==> src/rtl/pbc_defs.svh <==
`ifndef PBC_DEFS_SVH
`define PBC_DEFS_SVH

// clock rate and times
`define PBC_CLK_MHZ        40
`define PBC_DEB_SHORT_US   31250
`define PBC_DEB_MID_US     125000
`define PBC_DEB_LONG_US    750000
`define PBC_HOLD_OFF_US    4000000

// register offsets
`define PBC_ADDR_CTRL      8'h00
`define PBC_ADDR_STATUS    8'h04
`define PBC_ADDR_INT_STAT  8'h08
`define PBC_ADDR_INT_CLR   8'h0c
`define PBC_ADDR_INT_MASK  8'h10

// control fields
`define PBC_CTRL_MODE      0
`define PBC_CTRL_LPE       1
`define PBC_CTRL_DBNC_LO   2
`define PBC_CTRL_DBNC_HI   3
`define PBC_CTRL_SLEEP     4

// status fields
`define PBC_STAT_STATE_LO  0
`define PBC_STAT_STATE_HI  1
`define PBC_STAT_DEB       2
`define PBC_STAT_RAW       3

// interrupt flag fields
`define PBC_INT_FALL       0
`define PBC_INT_RISE       1

// reset values
`define PBC_RST_MODE       1'b1
`define PBC_RST_LPE        1'b1
`define PBC_RST_DBNC       2'h0
`define PBC_RST_SLEEP      1'b0
`define PBC_RST_MASK       2'h3
`define PBC_RST_FLAGS      2'h0
`define PBC_RST_PIN        1'b1

// debounce select codes
`define PBC_DBNC_31A       2'h0
`define PBC_DBNC_31B       2'h1
`define PBC_DBNC_125       2'h2
`define PBC_DBNC_750       2'h3

`endif

==> src/rtl/pbc_pkg.sv <==
package pbc_pkg;
   typedef enum logic [1:0] {
      PBC_OFF     = 2'b00,
      PBC_SLEEP   = 2'b01,
      PBC_RUN     = 2'b10,
      PBC_STANDBY = 2'b11
   } pbc_state_t;
endpackage

==> src/rtl/pbc_hold_timer.sv <==
`timescale 1ns/1ps
module pbc_hold_timer #(
   parameter int unsigned W = 28
) (
   input  wire logic         clk,
   input  wire logic         rst_n,
   input  wire logic         run,
   input  wire logic [W-1:0] limit,
   output logic              reached
);
   logic [W-1:0] cnt_q;

   // saturates at the limit so reached stays high while run holds
   always_ff @(posedge clk) begin
      if (!rst_n) begin
         cnt_q <= '0;
      end else if (!run) begin
         cnt_q <= '0;
      end else if (cnt_q < limit) begin
         cnt_q <= cnt_q + 1'b1;
      end
   end

   assign reached = run & (cnt_q >= limit);
endmodule // pbc_hold_timer

==> src/rtl/pbc_power_button.sv <==
// Overview of operation
// - With the mode bit at 0 a high input requests run and a low input requests off or sleep.
// - With the mode bit at 1 a qualified falling edge of the input requests power on.
// - In edge mode a low held at least 4.0 s with long-press-off enabled requests off or sleep.
// - In edge mode a short low pulse while off or asleep moves the device to run.
// - In edge mode a short low pulse in run or standby changes no state and only interrupts.
// - Each debounced falling edge and each debounced rising edge sets a button flag.
// - The default debounce is 31.25 ms on both falling and rising edges.
// - Debounce codes 00/01 give 31.25 ms, 10 gives 125 ms, 11 gives 750 ms on the falling edge.
// - A flag stays set until software clears it or the device passes through off.
// - The active-low interrupt is asserted while an unmasked flag is set; write 1 clears.
// - All mask bits are set at reset and unmasking a set flag asserts the interrupt.
//
// Chosen here: the register addresses and the plain strobed port.
`timescale 1ns/1ps
`include "pbc_defs.svh"
module pbc_power_button #(
   parameter int unsigned CNT_W         = 28,
   parameter int unsigned DEB_SHORT_CYC = `PBC_DEB_SHORT_US * `PBC_CLK_MHZ,
   parameter int unsigned DEB_MID_CYC   = `PBC_DEB_MID_US * `PBC_CLK_MHZ,
   parameter int unsigned DEB_LONG_CYC  = `PBC_DEB_LONG_US * `PBC_CLK_MHZ,
   parameter int unsigned HOLD_OFF_CYC  = `PBC_HOLD_OFF_US * `PBC_CLK_MHZ
) (
   input  wire logic           clk,
   input  wire logic           rst_n,
   input  wire logic           power_button_input,
   input  wire logic           standby_request,
   input  wire logic [7:0]     reg_addr,
   input  wire logic [7:0]     reg_wdata,
   input  wire logic           reg_wr,
   input  wire logic           reg_rd,
   output logic [7:0]          reg_rdata,
   output logic                interrupt_request_out_n,
   output pbc_pkg::pbc_state_t power_state
);
   import pbc_pkg::*;

   logic             sync1_q;
   logic             sync2_q;
   logic             deb_q;
   logic             deb_done;
   logic             long_done;
   logic             long_fired_q;
   logic             long_act;
   logic             fall_evt;
   logic             rise_evt;
   logic             button_mode_select_q;
   logic             long_press_off_enable_q;
   logic [1:0]       button_debounce_select_q;
   logic             sleep_target_q;
   logic [1:0]       mask_q;
   logic [1:0]       flag_q;
   logic [1:0]       flag_d;
   logic [1:0]       clr_bits;
   logic             off_entry;
   logic [CNT_W-1:0] fall_lim;
   logic [CNT_W-1:0] deb_lim;
   logic [CNT_W-1:0] rise_run_q;
   pbc_state_t       state_q;
   pbc_state_t       state_d;
   pbc_state_t       off_tgt;
   logic [7:0]       rd_val;

   // two flops, the first read only by the second
   always_ff @(posedge clk) begin
      if (!rst_n) begin
         sync1_q <= `PBC_RST_PIN;
         sync2_q <= `PBC_RST_PIN;
      end else begin
         sync1_q <= power_button_input;
         sync2_q <= sync1_q;
      end
   end

   // configuration register
   always_ff @(posedge clk) begin
      if (!rst_n) begin
         button_mode_select_q     <= `PBC_RST_MODE;
         long_press_off_enable_q  <= `PBC_RST_LPE;
         button_debounce_select_q <= `PBC_RST_DBNC;
         sleep_target_q           <= `PBC_RST_SLEEP;
      end else if (reg_wr && reg_addr == `PBC_ADDR_CTRL) begin
         button_mode_select_q     <= reg_wdata[`PBC_CTRL_MODE];
         long_press_off_enable_q  <= reg_wdata[`PBC_CTRL_LPE];
         button_debounce_select_q <= reg_wdata[`PBC_CTRL_DBNC_HI:`PBC_CTRL_DBNC_LO];
         sleep_target_q           <= reg_wdata[`PBC_CTRL_SLEEP];
      end
   end

   always_ff @(posedge clk) begin
      if (!rst_n) begin
         mask_q <= `PBC_RST_MASK;
      end else if (reg_wr && reg_addr == `PBC_ADDR_INT_MASK) begin
         mask_q <= reg_wdata[1:0];
      end
   end

   // falling-edge debounce from the select; rising edge always short
   always_comb begin
      case (button_debounce_select_q)
         `PBC_DBNC_31A: fall_lim = CNT_W'(DEB_SHORT_CYC - 1);
         `PBC_DBNC_31B: fall_lim = CNT_W'(DEB_SHORT_CYC - 1);
         `PBC_DBNC_125: fall_lim = CNT_W'(DEB_MID_CYC - 1);
         `PBC_DBNC_750: fall_lim = CNT_W'(DEB_LONG_CYC - 1);
      endcase
      deb_lim = sync2_q ? CNT_W'(DEB_SHORT_CYC - 1) : fall_lim;
   end

   pbc_hold_timer #(
      .W       (CNT_W)
   ) u_deb (
      .clk     (clk),
      .rst_n   (rst_n),
      .run     (sync2_q != deb_q),
      .limit   (deb_lim),
      .reached (deb_done)
   );

   // any bounce back to the debounced level restarts the timer
   always_ff @(posedge clk) begin
      if (!rst_n) begin
         deb_q <= `PBC_RST_PIN;
      end else if (deb_done) begin
         deb_q <= sync2_q;
      end
   end

   assign fall_evt = deb_done & ~sync2_q;
   assign rise_evt = deb_done & sync2_q;

   // long hold counts on the synchronized level, not the debounced one
   pbc_hold_timer #(
      .W       (CNT_W)
   ) u_long (
      .clk     (clk),
      .rst_n   (rst_n),
      .run     (button_mode_select_q & ~sync2_q),
      .limit   (CNT_W'(HOLD_OFF_CYC - 1)),
      .reached (long_done)
   );

   // one shot per hold, so a held button does not retrigger
   always_ff @(posedge clk) begin
      if (!rst_n) begin
         long_fired_q <= 1'b0;
      end else if (sync2_q || !button_mode_select_q) begin
         long_fired_q <= 1'b0;
      end else if (long_done) begin
         long_fired_q <= 1'b1;
      end
   end

   assign long_act = long_done & ~long_fired_q & long_press_off_enable_q
                     & button_mode_select_q;

   assign off_tgt = sleep_target_q ? PBC_SLEEP : PBC_OFF;

   always_comb begin
      state_d = state_q;
      unique case (state_q)
         PBC_OFF, PBC_SLEEP: begin
            if (button_mode_select_q ? fall_evt : sync2_q) begin
               state_d = PBC_RUN;
            end
         end
         PBC_RUN: begin
            // in edge mode a short press here only raises the flag
            if ((!button_mode_select_q && !sync2_q) || long_act) begin
               state_d = off_tgt;
            end else if (standby_request) begin
               state_d = PBC_STANDBY;
            end
         end
         PBC_STANDBY: begin
            if ((!button_mode_select_q && !sync2_q) || long_act) begin
               state_d = off_tgt;
            end else if (!standby_request) begin
               state_d = PBC_RUN;
            end
         end
      endcase
   end

   always_ff @(posedge clk) begin
      if (!rst_n) begin
         state_q <= PBC_OFF;
      end else begin
         state_q <= state_d;
      end
   end

   assign power_state = state_q;

   // new events win over a clear or an off entry in the same cycle
   assign off_entry = (state_d == PBC_OFF) && (state_q != PBC_OFF);
   assign clr_bits  = (reg_wr && reg_addr == `PBC_ADDR_INT_CLR) ? reg_wdata[1:0] : 2'h0;
   assign flag_d    = (flag_q & ~clr_bits & {2{~off_entry}}) | {rise_evt, fall_evt};

   always_ff @(posedge clk) begin
      if (!rst_n) begin
         flag_q <= `PBC_RST_FLAGS;
      end else begin
         flag_q <= flag_d;
      end
   end

   // one cycle behind the flags, kept on a flop for a clean pin
   always_ff @(posedge clk) begin
      if (!rst_n) begin
         interrupt_request_out_n <= 1'b1;
      end else begin
         interrupt_request_out_n <= ~|(flag_q & ~mask_q);
      end
   end

   always_comb begin
      rd_val = 8'h00;
      case (reg_addr)
         `PBC_ADDR_CTRL: begin
            rd_val[`PBC_CTRL_MODE]                     = button_mode_select_q;
            rd_val[`PBC_CTRL_LPE]                      = long_press_off_enable_q;
            rd_val[`PBC_CTRL_DBNC_HI:`PBC_CTRL_DBNC_LO] = button_debounce_select_q;
            rd_val[`PBC_CTRL_SLEEP]                    = sleep_target_q;
         end
         `PBC_ADDR_STATUS: begin
            rd_val[`PBC_STAT_STATE_HI:`PBC_STAT_STATE_LO] = state_q;
            rd_val[`PBC_STAT_DEB]                         = deb_q;
            rd_val[`PBC_STAT_RAW]                         = sync2_q;
         end
         `PBC_ADDR_INT_STAT: rd_val[1:0] = flag_q;
         `PBC_ADDR_INT_MASK: rd_val[1:0] = mask_q;
         default:            rd_val = 8'h00;
      endcase
   end

   always_ff @(posedge clk) begin
      if (!rst_n) begin
         reg_rdata <= 8'h00;
      end else begin
         reg_rdata <= reg_rd ? rd_val : 8'h00;
      end
   end

   // checker aid: cycles the synced level has stood high over a low debounced level
   always_ff @(posedge clk) begin
      if (!rst_n || !sync2_q || deb_q) begin
         rise_run_q <= '0;
      end else begin
         rise_run_q <= rise_run_q + 1'b1;
      end
   end
endmodule // pbc_power_button

==> config.mk <==
export PLATFORM = sky130hd
export DESIGN_NAME = pbc_power_button
export DESIGN_NICKNAME = d
export VERILOG_FILES = /design/src/rtl/pbc_pkg.sv /design/src/rtl/pbc_hold_timer.sv /design/src/rtl/pbc_power_button.sv
export VERILOG_INCLUDE_DIRS = /design/src /design/src/rtl
export SDC_FILE = /design/constraint.sdc
export NUM_CORES = 1
export LEC_CHECK = 0
export BUFFER_PORTS_ARGS = -buffer_cell sky130_fd_sc_hd__buf_2
export CAP_MARGIN = 40
export CORE_ASPECT_RATIO = 0.5
export CORE_UTILIZATION = 54
export CTS_BUF_LIST = sky130_fd_sc_hd__clkbuf_16
export DETAILED_ROUTE_END_ITERATION = 10
export GPL_ROUTABILITY_DRIVEN = 0
export HOLD_SLACK_MARGIN = 0.05
export PLACE_DENSITY_LB_ADDON = 0.1
export SLEW_MARGIN = 20
export SYNTH_ARGS = -nofsm -noshare
export SYNTH_HDL_FRONTEND = slang
export SYNTH_SLANG_ARGS = --single-unit
export TNS_END_PERCENT = 100
==> constraint.sdc <==
create_clock -name clk -period 2.8 [get_ports clk]
set_clock_uncertainty 0.05 [all_clocks]
set_input_delay 0.14 -clock clk [delete_from_list [all_inputs] [get_ports clk]]
set_output_delay 0.14 -clock clk [all_outputs]
set_load 0.05 [all_outputs]
==> impl_summary.md <==
Outcome
The run finished, with violations left. The checks that failed: setup timing.

Die
For this design the top-level I/O count stands at 33. The placeable core region is 7460 sq um. The overall die height is 64.7 um. The area of the die is roughly 8300 sq um.

The die is roughly 130 um wide. The number of placement rows is 22. The initial utilization of the core area, before any placement, comes to 0.570.

Layout
The number of antenna diodes in the final layout is 0. The number of nets in the layout is 597. The fill cell total of the finished layout is 572. The area occupied by registers is 1540 sq um. The area growth from synthesis to layout is 26.5%. Summing all non-filler instances in the final layout gives an area of 5380 sq um. In the final layout, the share of cells above drive strength 1 is 0.215. Summing all multi-input logic gate instances after layout gives 2760 sq um.

The count of cells in the finished layout, fillers not included, comes to 670.

Detailed routing
The post-detailed-route wirelength per cell is 16.4 um. The first-iteration detailed-routing DRC count is 274. The detail route stage leaves a number of antenna-violating nets equal to 0.

The total wirelength of the detailed-routed design is 11.0 mm. For this run, design rule violations remaining after detail routing come to 0. The via count is around 4000. The number of optimization iterations in the first detailed-route pass is 4.

The number of vias per cell is approximately 6.0.

Setup path
STA classifies the critical path startpoint as a flop. For the worst setup path, the data arrival time is between 3 and 4 ns. Traced cell by cell, the critical path runs through or2b_4 -> buf_4 -> ha_1 -> nand4_1 -> o21ai_0 -> o21ai_1 -> buf_4 -> a31oi_4 -> buf_4 -> buf_16 -> nor4_1 -> o21a_1. The class of the most critical setup path is reg2reg. The slowest stage of the critical path belongs to the cell sky130_fd_sc_hd__a31oi_4. The highest fanout seen on the critical path is 17. Data on the critical path is required at its endpoint by 2.99 ns.

The worst setup path is captured at a flop. The delay of the slowest cell on the worst path is 0.41 ns. Measured in cells, the most critical reg-to-reg path has a length of 12. Setup slack on the worst reg-to-reg path comes out at -0.08 ns. The worst register-to-register path begins at button_debounce_select_q[1]. The reg-to-reg critical path endpoint is u_deb.cnt_q[25].

Counting stages on the worst path, the most repeated cell is sky130_fd_sc_hd__buf_4.

CTS
The maximum buffer depth of the clock tree is 2. The number of clock buffers inserted by TritonCTS is 9. The clock net in this run drives a total of 77 sinks. The clock-pin slew reported for the worst setup and hold paths after clock tree synthesis is 0.06 ns.

The latest clock arrival within the worst-skew pair is 0.34 ns. The H-tree depth is 3. TritonCTS built the clock tree. The root buffer selected by CTS is sky130_fd_sc_hd__clkbuf_16.

Worst hold path
The launch instance of the worst min-delay path is reg_wr. The number of cells traversed by the worst hold path is 3. The path type of the worst min-delay path is in2reg. The path with the worst hold slack has its endpoint at button_debounce_select_q[1].

STA
Headroom to the max-slew limit came out at 0.635. Setup total negative slack on the finished layout was measured at -0.833 ns. Based on the critical path, the design can be clocked at up to 348 MHz.

The least setup slack across all paths after layout is -0.0766 ns. Dividing the final minimum period by the clock period gives 1.03. After layout, the minimum clock period comes to 2.88 ns.

The number of hold violations in the final report was 0. Setup repair after global routing could not meet its margin everywhere. Setup violations remaining at the end of the flow were counted as 18. At the pin with the least slew margin, the transition time is 0.542 ns. The number of pins with negative max-slew slack in the final report is 0.

Global route
The number of global-route vias before repair came to 3569. Summed over all layers, the global routing overflow is 0. The total routing usage reported by global routing is 0.267. The number of antenna violations at the first check in global routing was 0. The first global-routing pass estimated 17.3 mm of wire. Entering global routing, the biggest net connects 30 pins.

Synthesis
Yosys mapped the design onto 55 distinct sky130hd cell types. The summed instance area of the synthesized netlist is approximately 4300 sq um. In the synthesized netlist, the number of instances is ~510. The number of flops mapped to enable cells by yosys is 0. The number of warning messages in the yosys log is 0. sky130_fd_sc_hd__dfxtp_1 takes more of the synthesized area than any other cell. Sorting the synthesized cells by how often they occur yields sky130_fd_sc_hd__dfxtp_1 (77), sky130_fd_sc_hd__nand2_1 (40), sky130_fd_sc_hd__nor2_1 (36). For this run, asynchronously set or reset flops after synthesis account for 0. The most used flip-flop cell after synthesis is sky130_fd_sc_hd__dfxtp_1. Among all cell types in the netlist, the one instantiated most often is sky130_fd_sc_hd__dfxtp_1. The share of synthesized area occupied by flip-flops and latches is 0.363.

The average instance in the mapped netlist occupies 8.35 sq um. The synthesis-stage register bit count is 77. Sorting the synthesized cells by area gives the leading types as sky130_fd_sc_hd__dfxtp_1 (36%), sky130_fd_sc_hd__ha_1 (5.3%), sky130_fd_sc_hd__or4_1 (4.2%). The portion of synthesized cell area occupied by the leading cell type is 0.363.

Placed design
Detailed placement finished with a half-perimeter wire length of 6.67 mm. In this run, placement finished with an instance count of 637. During placement, the flow inserted port buffers numbering 26. After detailed placement, the total cell area comes to 4580 sq um. Prior to clock tree synthesis, the placed netlist has a worst setup slack of -0.0357 ns.

Run
Across the run, the number of max-cap violations was 0.

Power
The post-route total power is about 0.0025 W. The static leakage power is 1.89 nW. VDD sags by at most 0.296 mV. The power per standard cell area is 464 nW/um^2.
==> logic make-up after synthesis <==
kind of cell,count (synthesis),synth area share
AO/OA/AOI/OAI,109,0.167
XOR/XNOR,20,0.0412
buffers and inverters,40,0.0430
multiplexers,7,0.0165
AND/OR/NAND/NOR,236,0.313
other,1,0.000882
adder cells (fa/ha/maj),19,0.0556
flip-flops,77,0.363
==> stage by stage <==
step                hold slack, ns  utilization
detailed placement           0.280        0.614
floorplan                    0.191            -
global route                0.0826        0.721
finish                      0.0744        0.721
global placement             0.270        0.614
CTS                         0.0716        0.677
==> cells in the final DEF (no fill, tap or decap), types with 4 or more instances in the layout <==
| cell type | n |
|---|---|
| sky130_fd_sc_hd__a21oi_2 | 10 |
| sky130_fd_sc_hd__nand4_1 | 23 |
| sky130_fd_sc_hd__xnor2_1 | 11 |
| sky130_fd_sc_hd__inv_1 | 9 |
| sky130_fd_sc_hd__nor2b_1 | 4 |
| sky130_fd_sc_hd__and3_1 | 10 |
| sky130_fd_sc_hd__nor4_1 | 5 |
| sky130_fd_sc_hd__mux2i_1 | 7 |
| sky130_fd_sc_hd__and4_1 | 9 |
| sky130_fd_sc_hd__xor2_1 | 9 |
| sky130_fd_sc_hd__or3_1 | 5 |
| sky130_fd_sc_hd__a21oi_1 | 25 |
| sky130_fd_sc_hd__nor2_1 | 34 |
| sky130_fd_sc_hd__or4_4 | 13 |
| sky130_fd_sc_hd__dfxtp_1 | 76 |
| sky130_fd_sc_hd__a22oi_1 | 4 |
| sky130_fd_sc_hd__o31ai_1 | 20 |
| sky130_fd_sc_hd__and2_1 | 9 |
| sky130_fd_sc_hd__nand3_1 | 29 |
| sky130_fd_sc_hd__nand2_1 | 39 |
| sky130_fd_sc_hd__buf_2 | 27 |
| sky130_fd_sc_hd__o22ai_1 | 4 |
| sky130_fd_sc_hd__o21ai_1 | 4 |
| sky130_fd_sc_hd__o21ai_0 | 13 |
| sky130_fd_sc_hd__nand4b_1 | 4 |
| sky130_fd_sc_hd__nor3_1 | 13 |
| sky130_fd_sc_hd__ha_4 | 4 |
| sky130_fd_sc_hd__ha_1 | 14 |
| sky130_fd_sc_hd__or4_1 | 11 |
| sky130_fd_sc_hd__nand2b_1 | 6 |
| sky130_fd_sc_hd__dlygate4sd3_1 | 6 |
| sky130_fd_sc_hd__buf_4 | 21 |
| sky130_fd_sc_hd__o211ai_1 | 7 |
| sky130_fd_sc_hd__clkbuf_16 | 13 |
| sky130_fd_sc_hd__a21boi_0 | 4 |
==> per-layer routing <==
| metal | share of wire | vias up | track usage |
|---|---|---|---|
| met3 | 0.052 | 12 | 0.0595 |
| li1 | - | 2015 | - |
| met4 | 0.011 | 0 | 0.0893 |
| met5 | 0 | - | 0 |
| met2 | 0.48 | 112 | 0.438 |
| met1 | 0.46 | 1900 | 0.349 |
==> state kept, by name, indices dropped and copies added, names as in the netlist <==
signal	cells
long_press_off_enable_q	1
u_deb.cnt_q	28
mask_q	2
long_fired_q	1
interrupt_request_out_n	1
button_debounce_select_q	2
sync1_q	1
flag_q	2
power_state	2
sync2_q	1
deb_q	1
sleep_target_q	1
u_long.cnt_q	28
reg_rdata	5
button_mode_select_q	1
==> area by class of cell <==
cell class | instances | area share
repair buffers | 64 | 0.103
clock inverters | 7 | 0.0212
multi-input cells | 394 | 0.514
clock buffers | 9 | 0.0419
well taps | 108 | 0.0251
inverters | 11 | 0.00815
flip-flops and latches | 77 | 0.287
==> worst max-delay path by stage <==
stage                                            from              end  slack (ns)  cells after the start
after floorplan                               sync2_q  u_deb.cnt_q[21]        0.04                     14
after global placement    button_debounce_select_q[1]   u_deb.cnt_q[4]      -0.004                     11
after detailed placement  button_debounce_select_q[1]  u_deb.cnt_q[17]       -0.04                     11
after CTS                 button_debounce_select_q[1]   u_deb.cnt_q[6]        0.02                     11
after global routing      button_debounce_select_q[1]  u_deb.cnt_q[25]       -0.15                     12
final                     button_debounce_select_q[1]  u_deb.cnt_q[25]       -0.08                     12
==> where the power goes <==
| part | switching (W) | total [W] | internal, W |
|---|---|---|---|
| registers | 0.00000169 | 0.00110 | 0.00110 |
| logic | 0.0000394 | 0.0000637 | 0.0000243 |
| clock network | 0.000467 | 0.00133 | 0.000866 |
| total | 0.000508 | 0.00250 | 0.00199 |
==> worst max-delay path: cells and delay by family (launching register included) <==
family / cells / cell delay (ns)
DFF: 1 / 0.33
AOI/OAI and AO/OA: 4 / 0.91
adders and majority gates: 1 / 0.32
and+or+nand+nor: 3 / 0.49
buffers and inverters: 4 / 0.69
==> what timing repair did <==
action / in CTS / in global routing
endpoints found under the hold margin: 8 / 0
pin swaps: 1 / 29
cloned: 1 / 6
gates resized for setup: 7 / 43
setup endpoints to repair: 18 / 25
buffers inserted: 1 / 3
hold buffers: 6 / 0
Note: power is estimated with default switching activity, not from simulation.
